## src/rtl/uart_pkg.sv

```systemverilog
/*
  constants shared by the serial transceiver data path, its checker and its bench:
  bus addresses, register field positions, reset values and bit timing.
  assumes a single 10 MHz clock and a synchronous active-high reset.
*/
package uart_pkg;
  // register addresses on the three address pins
  localparam logic [2:0] ADDR_DATA = 3'h0;
  localparam logic [2:0] ADDR_CONFIG = 3'h1;
  localparam logic [2:0] ADDR_BAUD = 3'h2;
  localparam logic [2:0] ADDR_MODEM_CTRL = 3'h3;
  localparam logic [2:0] ADDR_STATUS = 3'h4;
  localparam logic [2:0] ADDR_MODEM_STAT = 3'h5;
  // uart_config_reg fields
  localparam int CFG_LEN_LO = 0;
  localparam int CFG_LEN_HI = 1;
  localparam int CFG_TWO_STOP = 2;
  localparam int CFG_RX_PAR_EN = 3;
  localparam int CFG_TX_PAR_EN = 4;
  localparam int CFG_RX_PAR_ODD = 5;
  localparam logic [5:0] CFG_RESET = 6'h03;
  // modem_control_reg fields
  localparam int MCR_RTS = 0;
  localparam int MCR_DTR = 1;
  localparam int MCR_GLOBAL_IRQ = 2;
  localparam int MCR_MODEM_IRQ = 3;
  localparam int MCR_RX_EN = 4;
  localparam int MCR_TX_PAR_ODD = 5;
  localparam logic [5:0] MCR_RESET = 6'h10;
  // uart_status_reg fields
  localparam int ST_PARITY = 0;
  localparam int ST_FRAMING = 1;
  localparam int ST_OVERRUN = 2;
  localparam int ST_BREAK = 3;
  localparam int ST_MODEM = 4;
  localparam int ST_TX_COMPLETE = 5;
  localparam int ST_TX_EMPTY = 6;
  localparam int ST_RX_READY = 7;
  localparam logic [7:0] STATUS_RESET = 8'h60;
  // status bits whose rising edge feeds the status interrupt path
  localparam logic [7:0] STATUS_IRQ_BITS = 8'h2f;
  // modem_status_reg fields
  localparam int MSR_CTS = 0;
  localparam int MSR_DSR = 1;
  // bit timing: the bit period is OVERSAMPLE clocks per divisor step
  localparam int OVERSAMPLE = 16;
  localparam int BIT_CNT_W = 13;
  localparam logic [7:0] BAUD_RESET = 8'h00;
  localparam int MIN_DATA_BITS = 5;
endpackage

```

## src/rtl/word_link_if.sv

```systemverilog
/*
  valid/ready word link between the receiver and its holding buffer.
  assumes both ends run on the same clock.
*/
`timescale 1ns/10ps
interface word_link_if #(parameter int W = 8);
  logic valid;
  logic ready;
  logic [W-1:0] data;
  modport src (output valid, output data, input ready);
  modport snk (input valid, input data, output ready);
endinterface // word_link_if

```

## src/rtl/word_buffer.sv

```systemverilog
/*
  small first-in first-out word buffer, flip-flop storage.
  assumes one clock, synchronous active-high reset.
*/
`timescale 1ns/10ps
module word_buffer #(
  parameter int W = 8,
  parameter int DEPTH = 2
) (
  input wire logic ref_clk,
  input wire logic srst,
  word_link_if.snk in_side,
  word_link_if.src out_side
);
  localparam int AW = (DEPTH > 1) ? $clog2(DEPTH) : 1;
  localparam logic [AW:0] FULL_COUNT = (AW + 1)'(DEPTH);

  logic [W-1:0] mem_r [DEPTH];
  logic [AW-1:0] wr_ptr_r;
  logic [AW-1:0] rd_ptr_r;
  logic [AW:0] count_r;
  logic push;
  logic pop;

  function automatic logic [AW-1:0] next_ptr(input logic [AW-1:0] p);
    next_ptr = (p == AW'(DEPTH - 1)) ? '0 : p + 1'b1;
  endfunction

  assign in_side.ready = (count_r != FULL_COUNT);
  assign out_side.valid = (count_r != '0);
  assign out_side.data = mem_r[rd_ptr_r];
  assign push = in_side.valid & in_side.ready;
  assign pop = out_side.valid & out_side.ready;

  always_ff @(posedge ref_clk) begin
    if (push) begin
      mem_r[wr_ptr_r] <= in_side.data;
    end
  end

  always_ff @(posedge ref_clk) begin
    if (srst) begin
      wr_ptr_r <= '0;
      rd_ptr_r <= '0;
      count_r <= '0;
    end else begin
      if (push) begin
        wr_ptr_r <= next_ptr(wr_ptr_r);
      end
      if (pop) begin
        rd_ptr_r <= next_ptr(rd_ptr_r);
      end
      // simultaneous push and pop leave the count unchanged
      if (push && !pop) begin
        count_r <= count_r + 1'b1;
      end else if (pop && !push) begin
        count_r <= count_r - 1'b1;
      end
    end
  end
endmodule // word_buffer

```

## src/rtl/uart_buffers_and_interrupts.sv

```systemverilog
/*
  serial transceiver data path: receiver into a double-buffered holding
  register, transmit holding and shift registers, modem inputs, status
  and interrupt logic behind a chip-select/read/write strobe bus.
  assumes all pins synchronous to ref_clk, strobes held several clocks.
*/
`timescale 1ns/10ps
module uart_buffers_and_interrupts #(
  parameter int RX_BUF_DEPTH = 2
) (
  input wire logic ref_clk,
  input wire logic srst,
  input wire logic cs_n,
  input wire logic rd_n,
  input wire logic wr_n,
  input wire logic [2:0] addr,
  input wire logic [7:0] data_in,
  output logic [7:0] data_out,
  output logic data_oe,
  input wire logic serial_in,
  output logic serial_out,
  input wire logic cts_n,
  input wire logic dsr_n,
  output logic rts_n,
  output logic dtr_n,
  output logic rx_data_ready,
  output logic tx_holding_empty,
  output logic irq_out
);
  typedef enum logic [2:0] {
    S_IDLE = 3'b000,
    S_START = 3'b001,
    S_DATA = 3'b010,
    S_PARITY = 3'b011,
    S_STOP = 3'b100
  } line_state_e;

  localparam int BIT_CNT_W = uart_pkg::BIT_CNT_W;

  logic [5:0] uart_config_reg;
  logic [7:0] baud_select_reg;
  logic [5:0] modem_control_reg;
  logic [7:0] uart_status_reg;
  logic [7:0] rx_holding_reg;
  logic [7:0] tx_holding_reg;
  logic [7:0] tx_shift_reg;
  logic [7:0] rx_shift_r;
  logic rbr_full_r;
  logic tbr_full_r;
  logic rd_q_r;
  logic wr_q_r;
  logic [2:0] rd_addr_r;
  logic [7:0] snap_r;
  logic [7:0] pend_r;
  logic [7:0] status_prev_r;
  logic usr_irq_r;
  logic modem_irq_r;
  logic [1:0] modem_prev_r;
  line_state_e tx_state_r;
  line_state_e rx_state_r;
  logic [BIT_CNT_W-1:0] tx_cnt_r;
  logic [BIT_CNT_W-1:0] rx_cnt_r;
  logic [2:0] tx_bit_r;
  logic [2:0] rx_bit_r;
  logic tx_stop_left_r;
  logic tx_par_r;
  logic rx_par_bit_r;
  logic rx_done_r;
  logic rx_fe_r;
  logic rx_pe_r;
  logic rx_brk_r;
  logic serial_out_r;
  logic [7:0] data_out_r;
  logic data_oe_r;

  logic rd_act;
  logic wr_act;
  logic rd_end;
  logic wr_start;
  logic status_rd;
  logic modem_rd;
  logic status_rd_end;
  logic modem_rd_end;
  logic [2:0] last_bit;
  logic [BIT_CNT_W-1:0] bit_cycles;
  logic tx_load;
  logic tx_done;
  logic [7:0] ev;
  logic [1:0] modem_now;

  word_link_if #(.W(8)) rx_push ();
  word_link_if #(.W(8)) rx_pop ();

  // keeps only the configured number of data bits
  function automatic logic [7:0] len_mask(input logic [7:0] d, input logic [1:0] len);
    logic [7:0] m;
    m = 8'hff >> (2'h3 - len);
    len_mask = d & m;
  endfunction

  assign rd_act = ~cs_n & ~rd_n;
  assign wr_act = ~cs_n & ~wr_n;
  assign rd_end = rd_q_r & ~rd_act;
  assign wr_start = wr_act & ~wr_q_r;
  assign status_rd = rd_act & (addr == uart_pkg::ADDR_STATUS);
  assign modem_rd = rd_act & (addr == uart_pkg::ADDR_MODEM_STAT);
  assign status_rd_end = rd_end & (rd_addr_r == uart_pkg::ADDR_STATUS);
  assign modem_rd_end = rd_end & (rd_addr_r == uart_pkg::ADDR_MODEM_STAT);
  assign last_bit = 3'(uart_pkg::MIN_DATA_BITS - 1) + {1'b0, uart_config_reg[1:0]};
  assign bit_cycles = BIT_CNT_W'(uart_pkg::OVERSAMPLE)
                      * ({5'h00, baud_select_reg} + 13'h0001);
  assign modem_now = {~dsr_n, ~cts_n};

  // bus strobes, write side registers
  always_ff @(posedge ref_clk) begin
    if (srst) begin
      rd_q_r <= 1'b0;
      wr_q_r <= 1'b0;
      rd_addr_r <= 3'h0;
      uart_config_reg <= uart_pkg::CFG_RESET;
      baud_select_reg <= uart_pkg::BAUD_RESET;
      modem_control_reg <= uart_pkg::MCR_RESET;
    end else begin
      rd_q_r <= rd_act;
      wr_q_r <= wr_act;
      if (rd_act && !rd_q_r) begin
        rd_addr_r <= addr;
      end
      if (wr_start) begin
        case (addr)
          uart_pkg::ADDR_CONFIG: uart_config_reg <= data_in[5:0];
          uart_pkg::ADDR_BAUD: baud_select_reg <= data_in;
          uart_pkg::ADDR_MODEM_CTRL: modem_control_reg <= data_in[5:0];
          default: ;
        endcase
      end
    end
  end

  // read data, reloaded every cycle from the addressed register; config, baud and spare addresses read as zero
  always_ff @(posedge ref_clk) begin
    if (srst) begin
      data_out_r <= 8'h00;
      data_oe_r <= 1'b0;
    end else begin
      data_oe_r <= rd_act;
      case (addr)
        uart_pkg::ADDR_DATA: data_out_r <= rx_holding_reg;
        uart_pkg::ADDR_MODEM_CTRL: data_out_r <= {2'h0, modem_control_reg};
        uart_pkg::ADDR_STATUS: data_out_r <= uart_status_reg;
        uart_pkg::ADDR_MODEM_STAT: data_out_r <= {6'h00, modem_now};
        default: data_out_r <= 8'h00;
      endcase
    end
  end

  // transmit holding register
  always_ff @(posedge ref_clk) begin
    if (srst) begin
      tx_holding_reg <= 8'h00;
      tbr_full_r <= 1'b0;
    end else if (wr_start && addr == uart_pkg::ADDR_DATA) begin
      tx_holding_reg <= data_in;
      tbr_full_r <= 1'b1;
    end else if (tx_load) begin
      tbr_full_r <= 1'b0;
    end
  end

  // a character only starts from idle with clear-to-send asserted
  assign tx_load = (tx_state_r == S_IDLE) & tbr_full_r & ~cts_n;
  assign tx_done = (tx_state_r == S_STOP) & (tx_cnt_r == '0) & ~tx_stop_left_r;

  always_ff @(posedge ref_clk) begin
    if (srst) begin
      tx_state_r <= S_IDLE;
      tx_cnt_r <= '0;
      tx_bit_r <= 3'h0;
      tx_shift_reg <= 8'h00;
      tx_stop_left_r <= 1'b0;
      tx_par_r <= 1'b0;
    end else begin
      tx_cnt_r <= (tx_cnt_r == '0) ? bit_cycles - 1'b1 : tx_cnt_r - 1'b1;
      case (tx_state_r)
        S_IDLE: begin
          tx_cnt_r <= bit_cycles - 1'b1;
          if (tx_load) begin
            tx_shift_reg <= len_mask(tx_holding_reg, uart_config_reg[1:0]);
            tx_par_r <= ^len_mask(tx_holding_reg, uart_config_reg[1:0])
                        ^ modem_control_reg[uart_pkg::MCR_TX_PAR_ODD];
            tx_bit_r <= 3'h0;
            tx_state_r <= S_START;
          end
        end
        S_START: begin
          if (tx_cnt_r == '0) begin
            tx_state_r <= S_DATA;
          end
        end
        S_DATA: begin
          if (tx_cnt_r == '0) begin
            tx_shift_reg <= tx_shift_reg >> 1;
            tx_bit_r <= tx_bit_r + 3'h1;
            if (tx_bit_r == last_bit) begin
              tx_stop_left_r <= uart_config_reg[uart_pkg::CFG_TWO_STOP];
              tx_state_r <= uart_config_reg[uart_pkg::CFG_TX_PAR_EN] ? S_PARITY : S_STOP;
            end
          end
        end
        S_PARITY: begin
          if (tx_cnt_r == '0) begin
            tx_state_r <= S_STOP;
          end
        end
        S_STOP: begin
          if (tx_cnt_r == '0) begin
            tx_stop_left_r <= 1'b0;
            // a deasserted clear-to-send only stops the next start
            if (!tx_stop_left_r) begin
              tx_state_r <= S_IDLE;
            end
          end
        end
        default: tx_state_r <= S_IDLE;
      endcase
    end
  end

  always_ff @(posedge ref_clk) begin
    if (srst) begin
      serial_out_r <= 1'b1;
    end else begin
      case (tx_state_r)
        S_START: serial_out_r <= 1'b0;
        S_DATA: serial_out_r <= tx_shift_reg[0];
        S_PARITY: serial_out_r <= tx_par_r;
        default: serial_out_r <= 1'b1;
      endcase
    end
  end

  // receiver: the bit counter restarts from each start edge
  always_ff @(posedge ref_clk) begin
    if (srst) begin
      rx_state_r <= S_IDLE;
      rx_cnt_r <= '0;
      rx_bit_r <= 3'h0;
      rx_shift_r <= 8'h00;
      rx_par_bit_r <= 1'b0;
      rx_done_r <= 1'b0;
      rx_fe_r <= 1'b0;
      rx_pe_r <= 1'b0;
      rx_brk_r <= 1'b0;
    end else begin
      rx_done_r <= 1'b0;
      rx_cnt_r <= (rx_cnt_r == '0) ? bit_cycles - 1'b1 : rx_cnt_r - 1'b1;
      case (rx_state_r)
        S_IDLE: begin
          rx_cnt_r <= (bit_cycles >> 1) - 1'b1;
          if (modem_control_reg[uart_pkg::MCR_RX_EN] && !serial_in) begin
            rx_state_r <= S_START;
          end
        end
        S_START: begin
          if (rx_cnt_r == '0) begin
            rx_shift_r <= 8'h00;
            rx_bit_r <= 3'h0;
            // a glitch shorter than half a bit is not a start
            rx_state_r <= serial_in ? S_IDLE : S_DATA;
          end
        end
        S_DATA: begin
          if (rx_cnt_r == '0) begin
            rx_shift_r[rx_bit_r] <= serial_in;
            rx_bit_r <= rx_bit_r + 3'h1;
            if (rx_bit_r == last_bit) begin
              rx_state_r <= uart_config_reg[uart_pkg::CFG_RX_PAR_EN] ? S_PARITY : S_STOP;
            end
          end
        end
        S_PARITY: begin
          if (rx_cnt_r == '0) begin
            rx_par_bit_r <= serial_in;
            rx_state_r <= S_STOP;
          end
        end
        S_STOP: begin
          if (rx_cnt_r == '0) begin
            rx_done_r <= 1'b1;
            rx_fe_r <= ~serial_in;
            rx_pe_r <= uart_config_reg[uart_pkg::CFG_RX_PAR_EN]
                       & (^rx_shift_r ^ rx_par_bit_r
                          ^ uart_config_reg[uart_pkg::CFG_RX_PAR_ODD]);
            rx_brk_r <= ~serial_in & (rx_shift_r == 8'h00)
                        & ~(uart_config_reg[uart_pkg::CFG_RX_PAR_EN] & rx_par_bit_r);
            rx_state_r <= S_IDLE;
          end
        end
        default: rx_state_r <= S_IDLE;
      endcase
    end
  end

  // the buffer lets a word wait while the holding register is occupied
  assign rx_push.valid = rx_done_r;
  assign rx_push.data = len_mask(rx_shift_r, uart_config_reg[1:0]);
  assign rx_pop.ready = ~rbr_full_r;

  word_buffer #(.W(8), .DEPTH(RX_BUF_DEPTH)) rx_buf (
    .ref_clk(ref_clk),
    .srst(srst),
    .in_side(rx_push.snk),
    .out_side(rx_pop.src)
  );

  always_ff @(posedge ref_clk) begin
    if (srst) begin
      rx_holding_reg <= 8'h00;
      rbr_full_r <= 1'b0;
    end else if (rx_pop.valid && rx_pop.ready) begin
      rx_holding_reg <= rx_pop.data;
      rbr_full_r <= 1'b1;
    end else if (rd_end && rd_addr_r == uart_pkg::ADDR_DATA) begin
      rbr_full_r <= 1'b0;
    end
  end

  // one-cycle status events
  always_comb begin
    ev = 8'h00;
    ev[uart_pkg::ST_PARITY] = rx_done_r & rx_pe_r;
    ev[uart_pkg::ST_FRAMING] = rx_done_r & rx_fe_r;
    ev[uart_pkg::ST_OVERRUN] = rx_done_r & (rbr_full_r | rx_pop.valid);
    ev[uart_pkg::ST_BREAK] = rx_done_r & rx_brk_r;
    ev[uart_pkg::ST_MODEM] = (modem_now != modem_prev_r);
    ev[uart_pkg::ST_TX_COMPLETE] = tx_done & ~tbr_full_r;
    ev[uart_pkg::ST_TX_EMPTY] = tx_load;
    ev[uart_pkg::ST_RX_READY] = rx_pop.valid & rx_pop.ready;
  end

  // status register with read-time inhibit and trailing-edge update
  always_ff @(posedge ref_clk) begin
    if (srst) begin
      uart_status_reg <= uart_pkg::STATUS_RESET;
      snap_r <= 8'h00;
      pend_r <= 8'h00;
      // start from the live pins so no false change follows reset
      modem_prev_r <= modem_now;
    end else begin
      modem_prev_r <= modem_now;
      if ((status_rd || modem_rd) && !rd_q_r) begin
        snap_r <= uart_status_reg;
      end
      if (status_rd || modem_rd) begin
        pend_r <= pend_r | ev;
      end else if (status_rd_end) begin
        // an event in the trailing cycle itself must not be lost
        uart_status_reg <= (pend_r & ~snap_r) | ev;
        pend_r <= 8'h00;
      end else if (modem_rd_end) begin
        uart_status_reg <= (uart_status_reg & ~(pend_r & snap_r))
                           | (pend_r & ~snap_r) | ev;
        pend_r <= 8'h00;
      end else begin
        uart_status_reg <= uart_status_reg | ev;
      end
    end
  end

  // interrupt edge detectors; a new edge wins over the clearing read
  always_ff @(posedge ref_clk) begin
    if (srst) begin
      status_prev_r <= 8'h00;
      usr_irq_r <= 1'b0;
      modem_irq_r <= 1'b0;
    end else begin
      status_prev_r <= uart_status_reg;
      // ready and empty bits are masked out of this path
      if (|(uart_status_reg & ~status_prev_r & uart_pkg::STATUS_IRQ_BITS)) begin
        usr_irq_r <= 1'b1;
      end else if (status_rd_end) begin
        usr_irq_r <= 1'b0;
      end
      if (ev[uart_pkg::ST_MODEM]) begin
        modem_irq_r <= 1'b1;
      end else if (modem_rd_end) begin
        modem_irq_r <= 1'b0;
      end
    end
  end

  assign irq_out = modem_control_reg[uart_pkg::MCR_GLOBAL_IRQ]
                   & (usr_irq_r
                      | (modem_irq_r & modem_control_reg[uart_pkg::MCR_MODEM_IRQ]));
  assign rx_data_ready = rbr_full_r;
  assign tx_holding_empty = ~tbr_full_r;
  assign rts_n = ~modem_control_reg[uart_pkg::MCR_RTS];
  assign dtr_n = ~modem_control_reg[uart_pkg::MCR_DTR];
  assign serial_out = serial_out_r;
  assign data_out = data_out_r;
  assign data_oe = data_oe_r;
endmodule // uart_buffers_and_interrupts

```

## config.mk

```make
export PLATFORM = sky130hd
export DESIGN_NAME = uart_buffers_and_interrupts
export DESIGN_NICKNAME = d
export VERILOG_FILES = /design/src/rtl/uart_pkg.sv /design/src/rtl/word_link_if.sv /design/src/rtl/word_buffer.sv /design/src/rtl/uart_buffers_and_interrupts.sv
export SDC_FILE = /design/constraint.sdc
export NUM_CORES = 1
export LEC_CHECK = 0
export ABC_AREA = 1
export BUFFER_PORTS_ARGS = -buffer_cell sky130_fd_sc_hd__buf_2
export CORE_ASPECT_RATIO = 1.75
export CORE_MARGIN = 4
export CORE_UTILIZATION = 55
export DETAILED_ROUTE_END_ITERATION = 6
export PLACE_DENSITY = 0.8
export SYNTH_ARGS = -nofsm -noshare
export SYNTH_HDL_FRONTEND = slang
export SYNTH_SLANG_ARGS = --single-unit
export TNS_END_PERCENT = 50
```

## constraint.sdc

```tcl
create_clock -name ref_clk -period 2.39 [get_ports ref_clk]
set_clock_uncertainty 0.1 [all_clocks]
set_input_delay 0.478 -clock ref_clk [delete_from_list [all_inputs] [get_ports ref_clk]]
set_output_delay 0.478 -clock ref_clk [all_outputs]
set_load 0.02 [all_outputs]
```

Word-level counts from Yosys, hierarchy flattened --
Memories as Yosys holds them, arrays and structs flattened. A register that Yosys moved wholly into a read port is not among the register bits. Index checks and enable logic that the tools add are counted.
Word-level totals: bits in registers 143, bits in writable memories 16, input port bits 19, output and inout bits 15, word-level logic and storage cells 252, memories kept 1
Cells by class: $add $sub $neg 13, order comparisons 2, equality and inequality tests 32, shift operators 1, mux-type cells 62, bitwise logic cells 59, reduce and logical (&&, ||, !) cells 46
Memory list:
- rx_buf.mem_r | depth 2, bits a word 8, rd ports 1, clocked after memory_dff 1, wr ports 1, RTL line word_buffer.sv:18 | logic [W-1:0] mem_r [DEPTH];
Operators with widths (number):
- 2-to-1 mux 8 bit | 9
- 2-to-1 mux 3 bit | 18
- 2-to-1 mux 13 bit | 4
- AND 8 bit | 5
- OR 8 bit | 5
- subtractor 13 x 1 -> 13 bit, second input constant | 3
- case mux 8 bit (2 select lines) | 2
- case mux 8 bit (4 select lines) | 1
- case mux 3 bit (5 select lines) | 2
- logical NOT 13 bit | 2
- inequality test 2 bit, second input constant | 13
- AND 1 bit | 25
- equality test 3 x 2 -> 1 bit, second input constant | 6
- equality test 3 bit, second input constant | 6
- nonzero test 2 bit | 9
- 2-to-1 mux 1 bit | 17
- NOT 8 bit | 2
- XOR reduction 8 bit | 2
- NOT 1 bit | 15
- subtractor 12 x 1 -> 13 bit, second input constant | 1
- logical NOT 3 bit | 4
- case mux 3 bit (2 select lines) | 2
- AND reduction 2 bit | 6
- adder 8 x 1 -> 9 bit, second input constant | 1
- other kinds (33) | 55

Longest topological paths before layout --
Gate-level depths: netlist (run 1).
depth in word-level cells 8, mapped depth 13, mapped depth without buffers 13

Cells and area by module --
A second synthesis (run 1) with hierarchy kept.
Second synthesis, totals: cells, all modules 1088, area, all modules 7951.4 sq um
By module, submodules not included:
- uart_buffers_and_interrupts | times used 1, cells an instance 1026, area each 7125.6 sq um, sequential area each 2922.8 sq um
- word_buffer | times used 1, cells an instance 62, area each 825.8 sq um, sequential area each 580.6 sq um

Least setup slack after synthesis (run 1) --
No wires, ideal clock.
kind flip-flop to flip-flop, start reg rx_buf.count_r[0], end reg rx_buf.count_r[1], library setup time 0.122 ns, data arrival time 1.627 ns, required time 2.168 ns, slack 0.541 ns, stages on the path, launching flop included 10, buffers on the path 1, period minus slack after synthesis 1.849 ns, path through dfxtp_1 -> inv_2 -> a21oi_1 -> clkbuf_1 -> inv_1 -> ha_1 -> a21oi_1 -> o21ai_0 -> o21ai_0 -> a21oi_1
Between the ends: longest elaborated chain between the ends 5, elaborated cells on any way between the ends 13, classes of those cells add/sub: 2; eq/ne: 1; mux: 2; bitwise: 2; reduce/logical: 6
Ends and longest elaborated chain:
- start: declaration | RTL line word_buffer.sv:21 | logic [AW:0] count_r;
- start signal: assignment | RTL line word_buffer.sv:55 | count_r <= count_r + 1'b1;
- start signal: assignment | RTL line word_buffer.sv:57 | count_r <= count_r - 1'b1;
- inequality test 2 bit / nonzero test 2 bit (equally long branches) | RTL line word_buffer.sv:29, word_buffer.sv:30
- AND 1 bit (on tied branches) | RTL line word_buffer.sv:32, word_buffer.sv:33
- logical NOT 1 bit (on tied branches) | RTL line word_buffer.sv:56, word_buffer.sv:54
- logical AND 1 bit (on tied branches) | RTL line word_buffer.sv:56, word_buffer.sv:54
- nonzero test 2 bit (no source line) / 2-to-1 mux 2 bit (equally long branches)
Several ways; a longest one is shown, not always the timed one. The select of a mux whose other input is x is not followed. A chain may end at the register's enable or synchronous reset.

Final worst setup path (run 1) --
start reg baud_select_reg[1], end reg tx_cnt_r[10]
Between the ends: longest elaborated chain between the ends 4
Ends and longest elaborated chain:
- start: declaration | RTL line uart_buffers_and_interrupts.sv:41 | logic [7:0] baud_select_reg;
- start signal: assignment | RTL line uart_buffers_and_interrupts.sv:121 | baud_select_reg <= uart_pkg::BAUD_RESET;
- start signal: assignment | RTL line uart_buffers_and_interrupts.sv:132 | uart_pkg::ADDR_BAUD: baud_select_reg <= data_in;
- adder 8 x 1 -> 9 bit (*) | RTL line uart_buffers_and_interrupts.sv:111 | * ({5'h00, baud_select_reg} + 13'h0001);
- subtractor 13 x 1 -> 13 bit (*) | RTL line uart_buffers_and_interrupts.sv:183, uart_buffers_and_interrupts.sv:186
- 2-to-1 mux 13 bit | RTL line uart_buffers_and_interrupts.sv:183 | tx_cnt_r <= (tx_cnt_r == '0) ? bit_cycles - 1'b1 : tx_cnt_r - 1'b1;
- 2-to-1 mux 13 bit (*) | RTL line uart_buffers_and_interrupts.sv:184 | case (tx_state_r)
- end signal: assignment | RTL line uart_buffers_and_interrupts.sv:183
- end signal: assignment | RTL line uart_buffers_and_interrupts.sv:186 | tx_cnt_r <= bit_cycles - 1'b1;
- end: declaration | RTL line uart_buffers_and_interrupts.sv:61 | logic [BIT_CNT_W-1:0] tx_cnt_r;
Every way passes the cells marked *; elsewhere a longest branch is shown, timed or not.

==> results of run 1 <==
## power by group through the flow
stage / clock network (mW) / logic [mW] / registers, mW
finish: 2.93 / 2.65 / 3.48
CTS: 2.95 / 2.64 / 3.48
global route: 3.08 / 3.02 / 3.52
detailed placement: 0 / 2.60 / 3.53
floorplan: 0 / 2.08 / 3.43
global placement: 0 / 2.56 / 3.52
## cells in the mapped netlist, drive strengths merged
| master | count | area [sq um] |
|---|---|---|
| a211oi | 1 | 7.51 |
| a21boi | 1 | 7.51 |
| a21oi | 98 | 505 |
| a22oi | 1 | 7.51 |
| a31oi | 13 | 87.6 |
| a32oi | 1 | 8.76 |
| a41oi | 1 | 8.76 |
| and3 | 1 | 6.26 |
| buf | 10 | 68.8 |
| clkbuf | 17 | 63.8 |
| clkinv | 3 | 12.5 |
| dfxtp | 150 | 3000 |
| dlygate4sd1 | 1 | 8.76 |
| edfxtp | 16 | 480 |
| ha | 13 | 163 |
| inv | 159 | 597 |
| nand2 | 199 | 784 |
| nand3 | 48 | 250 |
| nand3b | 3 | 35.0 |
| nand4 | 16 | 100 |
| nor2 | 154 | 653 |
| nor3 | 21 | 133 |
| o2111ai | 1 | 8.76 |
| o211a | 5 | 50.1 |
| o211ai | 9 | 67.6 |
| o21ai | 103 | 523 |
| o22ai | 10 | 62.6 |
| o311ai | 1 | 8.76 |
| o31ai | 2 | 15.0 |
| or2 | 3 | 21.3 |
| or3 | 1 | 6.26 |
| xnor2 | 13 | 114 |
| xor2 | 12 | 105 |
## worst min path at each step
stage | startpoint | end | depth (start not counted)
floorplan | rx_shift_r[0]$_SDFFE_PP0P_ | rx_buf.mem_r[0][0]$_DFFE_PP_ | 0
global route | wr_n | wr_q_r$_SDFF_PP0_ | 2
detailed placement | rx_shift_r[2]$_SDFFE_PP0P_ | rx_buf.mem_r[0][2]$_DFFE_PP_ | 0
CTS | wr_n | wr_q_r$_SDFF_PP0_ | 2
global placement | rx_shift_r[0]$_SDFFE_PP0P_ | rx_buf.mem_r[0][0]$_DFFE_PP_ | 0
finish | wr_n | wr_q_r$_SDFF_PP0_ | 2
## metrics by stage
stage / util (%) / setup WS (ps) / cell area, sq um
global placement: 58.5 / 455 / 8360
detailed placement: 58.5 / 395 / 8360
finish: 62.9 / 435 / 8990
floorplan: - / 541 / 7970
CTS: 62.9 / 428 / 8990
global route: 62.9 / 218 / 8990
## per-layer routing
layer,vias to the layer above,part of all wire [%]
met3,70,5.9
met5,-,0
li1,3634,-
met2,230,53
met1,3287,35
met4,0,5.6
## cell families after synthesis
| family | after synthesis | share of synthesized area (%) |
|---|---|---|
| compound gates | 247 | 17.2 |
| fa+ha+maj | 13 | 2.04 |
| flops | 166 | 43.7 |
| buf+inv | 190 | 9.41 |
| simple gates | 446 | 24.9 |
| xor+xnor | 25 | 2.75 |
## cell type report
type                    instances  share of cell area, %
multi-input cells             731                   41.6
inverters                     162                   6.78
clock inverters                13                   2.06
repair buffers                 50                   3.40
flip-flops and latches        166                   38.7
well taps                     180                   2.50
clock buffers                  19                   4.93
## critical path, cell delays in order (launching register included)
cell	delay, ps
dfxtp_1	410
ha_1	260
nand3_1	130
xor2_1	410
nor2_2	120
nand2_1	100
nand2_1	80
o211ai_1	160
inv_1	60
## cells in the final DEF (no fill, tap or decap), types with 17 or more instances in the layout
cell type,count
nand2_1,190
inv_1,155
dfxtp_1,150
nor2_1,138
o21ai_0,98
a21oi_1,96
nand3_1,46
buf_2,33
nor3_1,18
clkbuf_16,17
==> metrics.txt, run 1 <==
drt first pass iters=5; number of fill cells=1229; RSZ-0062 raised after global routing=false; global-route wire length before repair=about 32 mm; Mapped Cells=around 1100; combinational share of power=between 20% and 30%; max-slew violation count=0; VDD IR max=between 0.5 and 0.6 mV; # IOs=34; die width=roughly 99 microns; Final Critical Period=roughly 2000 ps; sequential area share after synthesis=43.7%; final hold viol count=0; Biggest register=rx_buf.mem_r; CP Launch Point=baud_select_reg[1]$_SDFFE_PP0P_; Final HPWL DP=around 15 mm; via count=between 7000 and 8000; crit path to=tx_cnt_r[10]$_SDFF_PP0_; Int Pwr=~5.8 mW; pwr/cell area=a little over 1000 nW/um^2; CP Capture Type=flop; Synthesized Nets=approximately 1100; Largest register FFs=16; Crit path required time=~2600 ps; setup TNS=0 ps; CTS root buffer=clkbuf_16; clk sink count=roughly 170; hold_buf cts=0; ANT cells=0; initial antenna violation count=0; Clock power frac=approximately a third; gr ovfl total=0; period utilisation layout=a little over 80%; post-cts sizing count=0; Placed Cells=between 1000 and 1500; vias in the first global route=roughly 7000; register bit total from synthesis=roughly 170; Initial DRC Count=a little over 400; crit path max fanout=6; endpoints failing setup=0; Syn-to-layout area delta=12.8%; pin count of the biggest net entering global routing=29; GR Util met3=4.75%; worst slew pin tran=approximately 540 ps; drt wl/cell=15.0 microns; Synth Area per Inst=between 7 and 8 sq um; DRC violations left=0; Initial Utilization=a little under three fifths; Via density=approximately 5.5; critical path class=reg -> reg; met1 Usage GRT=between 20% and 30%; routability cong.=approximately 0.90; relative slew slack=between 60% and 70%; Synth cell types=50; die area=roughly 17000 sq um; total power=about 9 mW; H-tree depth=4; core area=around 14000 sq um; # nets final=1160; Sequential Area=about 3500 sq um; drt total wl=19.8 mm; critical path arrival=roughly 2200 ps; worst r2r path cells=8; layout cell share with drive strength beyond 1=between 10% and 20%; switching share of total power=between 30% and 40%; die extent in y=between 150 and 200 microns; hold_ws=between 100 and 150 ps; clk_lat worst skew=approximately 430 ps; worst r2r dst=tx_cnt_r[10]$_SDFF_PP0_; grt peak-use layer=met2; clk buf depth=2; PortBufs=33; CTS tree=done; max_cap viols=0; Detail Route Antenna Nets=0; area occupied by multi-input gates=around 3700 sq um; grt met2 use=around 46%; cts bufs inserted=17; worst hold-check path type=in -> reg; RR Startpoint=baud_select_reg[1]$_SDFFE_PP0P_; Global Route Usage Sum=approximately a quarter; mapped cell area=between 7000 and 8000 sq um; status=finished, final reports clean; Placement Rows=between 50 and 60; cell leakage power=about 3.9 nW; sequential power share=38.4%; YS warnings=0; startpoint types=flop; Switch Pwr=~3.3 mW; Post-CTS Setup Inserts=0; reg-to-reg setup timing slack=around 430 ps; Fmax achieved=0.511 GHz; Clock transition at path regs=about 70 ps; Finished Layout Cells=~1300; Largest regs=rx_buf.mem_r: 16 flops, rx_cnt_r: 13 flops, tx_cnt_r: 13 flops
Power figures use the tool's default switching activity.
==> run 2: changes to the inputs <==
--- a/config.mk
+++ b/config.mk
@@ -11,7 +11,7 @@
 export CORE_MARGIN = 4
 export CORE_UTILIZATION = 55
 export DETAILED_ROUTE_END_ITERATION = 6
-export PLACE_DENSITY = 0.8
+export PLACE_DENSITY = 0.83
 export SYNTH_ARGS = -nofsm -noshare
 export SYNTH_HDL_FRONTEND = slang
 export SYNTH_SLANG_ARGS = --single-unit
==> constraint.sdc (replaced) <==
create_clock -name ref_clk -period 1.71 [get_ports ref_clk]
set_clock_uncertainty 0.1 [all_clocks]
set_input_delay 0.342 -clock ref_clk [delete_from_list [all_inputs] [get_ports ref_clk]]
set_output_delay 0.342 -clock ref_clk [all_outputs]
set_load 0.02 [all_outputs]
==> metrics.txt, run 2 (synthesized netlist as in run 1, its figures left out) <==
status=finished with violations; failing checks=setup timing; fin util=68.8% (+5.9 points); Initial DRC Count=626 (+52%); drt total wl=21.5 mm (+8.8%); core area=14300 sq um (unchanged); cts bufs inserted=17 (unchanged); Clock transition at path regs=70 ps (about the same); reg-to-reg setup timing slack=-50 ps (-490 ps); hold_ws=11.0 ps (-109 ps); global-route wire length before repair=34.0 mm (+4.6%); drt first pass iters=5 (unchanged); Fmax achieved=0.568 GHz (+11%); Global Route Usage Sum=25.2% (+0.73 points); hold path start=dsr_n; VDD IR max=0.655 mV (+25%); pin count of the biggest net entering global routing=56 (+93%); crit path buf inv count=3 (+2); cell leakage power=4.28 nW (+9.7%); clk sink count=166 (unchanged); clk_lat worst skew=430 ps (about the same); # IOs=34 (unchanged); # nets final=1232 (+6.2%); drt wl/cell=15.4 microns (+3.2%); gr ovfl total=0 (unchanged); max_cap viols=0 (unchanged); endpoints failing setup=9 (+9); Placement Rows=58 (unchanged); ANT cells=0 (unchanged); Final Critical Period=1760 ps (-194 ps); routability cong.=0.933 (+3.6%); startpoint types=flop; Largest register FFs=16 (unchanged); Crit path required time=1920 ps (-690 ps); setup ws final=-51.0 ps (-486 ps); worst slew pin tran=532 ps (-8.95 ps); CP max-delay cell=dfxtp_2; Largest regs=rx_buf.mem_r: 16 flops, rx_cnt_r: 13 flops, tx_cnt_r: 13 flops; Worst path max stage delay=360 ps (-50 ps); DRC violations left=0 (unchanged); clk buf depth=2 (unchanged); Biggest register=rx_buf.mem_r; CP Launch Point=baud_select_reg[1]$_SDFFE_PP0P_; CP Capture Type=flop; RSZ-0062 raised after global routing=true; commonest non-fill, non-tap cell in the layout=nand2_1; critical path arrival=1970 ps (-200 ps); CTS root buffer=clkbuf_16; pwr/cell area=1400 nW/um^2 (+39%); critical path class=reg -> reg; CP Cell Sequence=ha_4 -> inv_1 -> nand2_1 -> nand2_2 -> nor2_1 -> nand2_2 -> buf_6 -> xnor2_2 -> buf_4 -> o22ai_1 -> a21oi_1; number of fill cells=1077 (-12%); die area=16600 sq um (unchanged); relative slew slack=64.5% (+0.60 points); max-slew violation count=0 (unchanged); PortBufs=33 (unchanged); most frequent cells in the layout=182 x nand2_1, 145 x inv_1, 139 x dfxtp_1; Initial Utilization=55.8% (unchanged); initial antenna violation count=0 (unchanged); via count=7730 (+7.0%); Final HPWL DP=15.2 mm (+3.2%); crit path max fanout=4 (-2); H-tree depth=4 (unchanged); Detail Route Antenna Nets=0 (unchanged); Via density=5.55 (+1.5%); CTS tree=done; RR Startpoint=baud_select_reg[1]$_SDFFE_PP0P_; layout cell share with drive strength beyond 1=21.4% (+10 points); final hold viol count=0 (unchanged); die width=99.0 microns (unchanged); Worst path top cell family by delay=flip-flops; Crit path top cell by count=nand2_2; vias in the first global route=7451 (+5.8%); Syn-to-layout area delta=23.3%; period utilisation layout=103% (+21 points); die extent in y=167 microns (unchanged); worst hold-check path type=in -> reg
## run 2: cell types whose count changed in the layout (fill, tap and decap cells not counted), sizes merged
cell,previous run,this run
dlygate4sd3,0,1
clkinv,4,5
buf,50,121
clkinvlp,0,2
bufinv,3,2
inv,168,167
clkbuf,19,18
## run 2: layer usage
layer	vias to the layer above	wire length [microns]	global-route usage (%)
li1	3778	-	-
met1	3560	7540	25.5
met2	279	11400	47.2
met3	113	1070	4.13
met4	0	1480	15.2
met5	-	0	0
## run 2: per-stage QoR
stage	std cells	setup TNS [ps]	cell area (sq um)	power [mW]	setup slack [ps]
final	1393	-302	9830	13.8	-51.0
after floorplan	1087	-14.9	7990	7.72	-13.4
after detailed placement	1346	-259	8840	9.28	-85.0
after global routing	1393	-2480	9830	14.6	-206
after CTS	1382	-33.9	9520	13.2	-25.1
after global placement	1346	-67.7	8840	9.15	-41.2
## run 2: power by group
part	internal [mW]	total, mW	switching, mW
logic	2.07	5.05	2.98
clock network	2.19	3.86	1.67
registers	4.43	4.87	0.437
## run 2: final timing paths
path                                                     end  cells past startpoint
worst max-delay path                  rx_cnt_r[8]$_SDFF_PP0_                     11
worst min-delay path                 modem_prev_r[1]$_DFF_P_                      2
worst max register to register        rx_cnt_r[8]$_SDFF_PP0_                     11
worst min register to register  rx_buf.mem_r[1][0]$_DFFE_PP_                      0
## run 2: repair_timing
action / in CTS / in global routing
setup endpoints to repair: 13 / 55
hold endpoints to repair: 1 / 0
hold buffers: 1 / 0
gates resized for setup: 13 / 72
setup buffers: 3 / 11
pin swaps: 6 / 16
## run 2: worst reg2reg max path, delay by kind of cell, from the launching register on
kind / cells / cell delay [ps]
flip-flops: 1 / 360
XOR/XNOR: 1 / 120
buffers and inverters: 3 / 330
AND/OR/NAND/NOR: 4 / 360
adder cells (fa/ha/maj): 1 / 160
AO/OA/AOI/OAI: 2 / 210
## run 2: final cells by class
class                   instances  area, sq um  share of cell area (%)
flip-flops and latches        166         3500                    35.6
inverters                     162          613                    6.24
well taps                     180          225                    2.29
repair buffers                122          905                    9.20
multi-input cells             731         4000                    40.7
clock inverters                14          164                    1.67
clock buffers                  18          429                    4.36
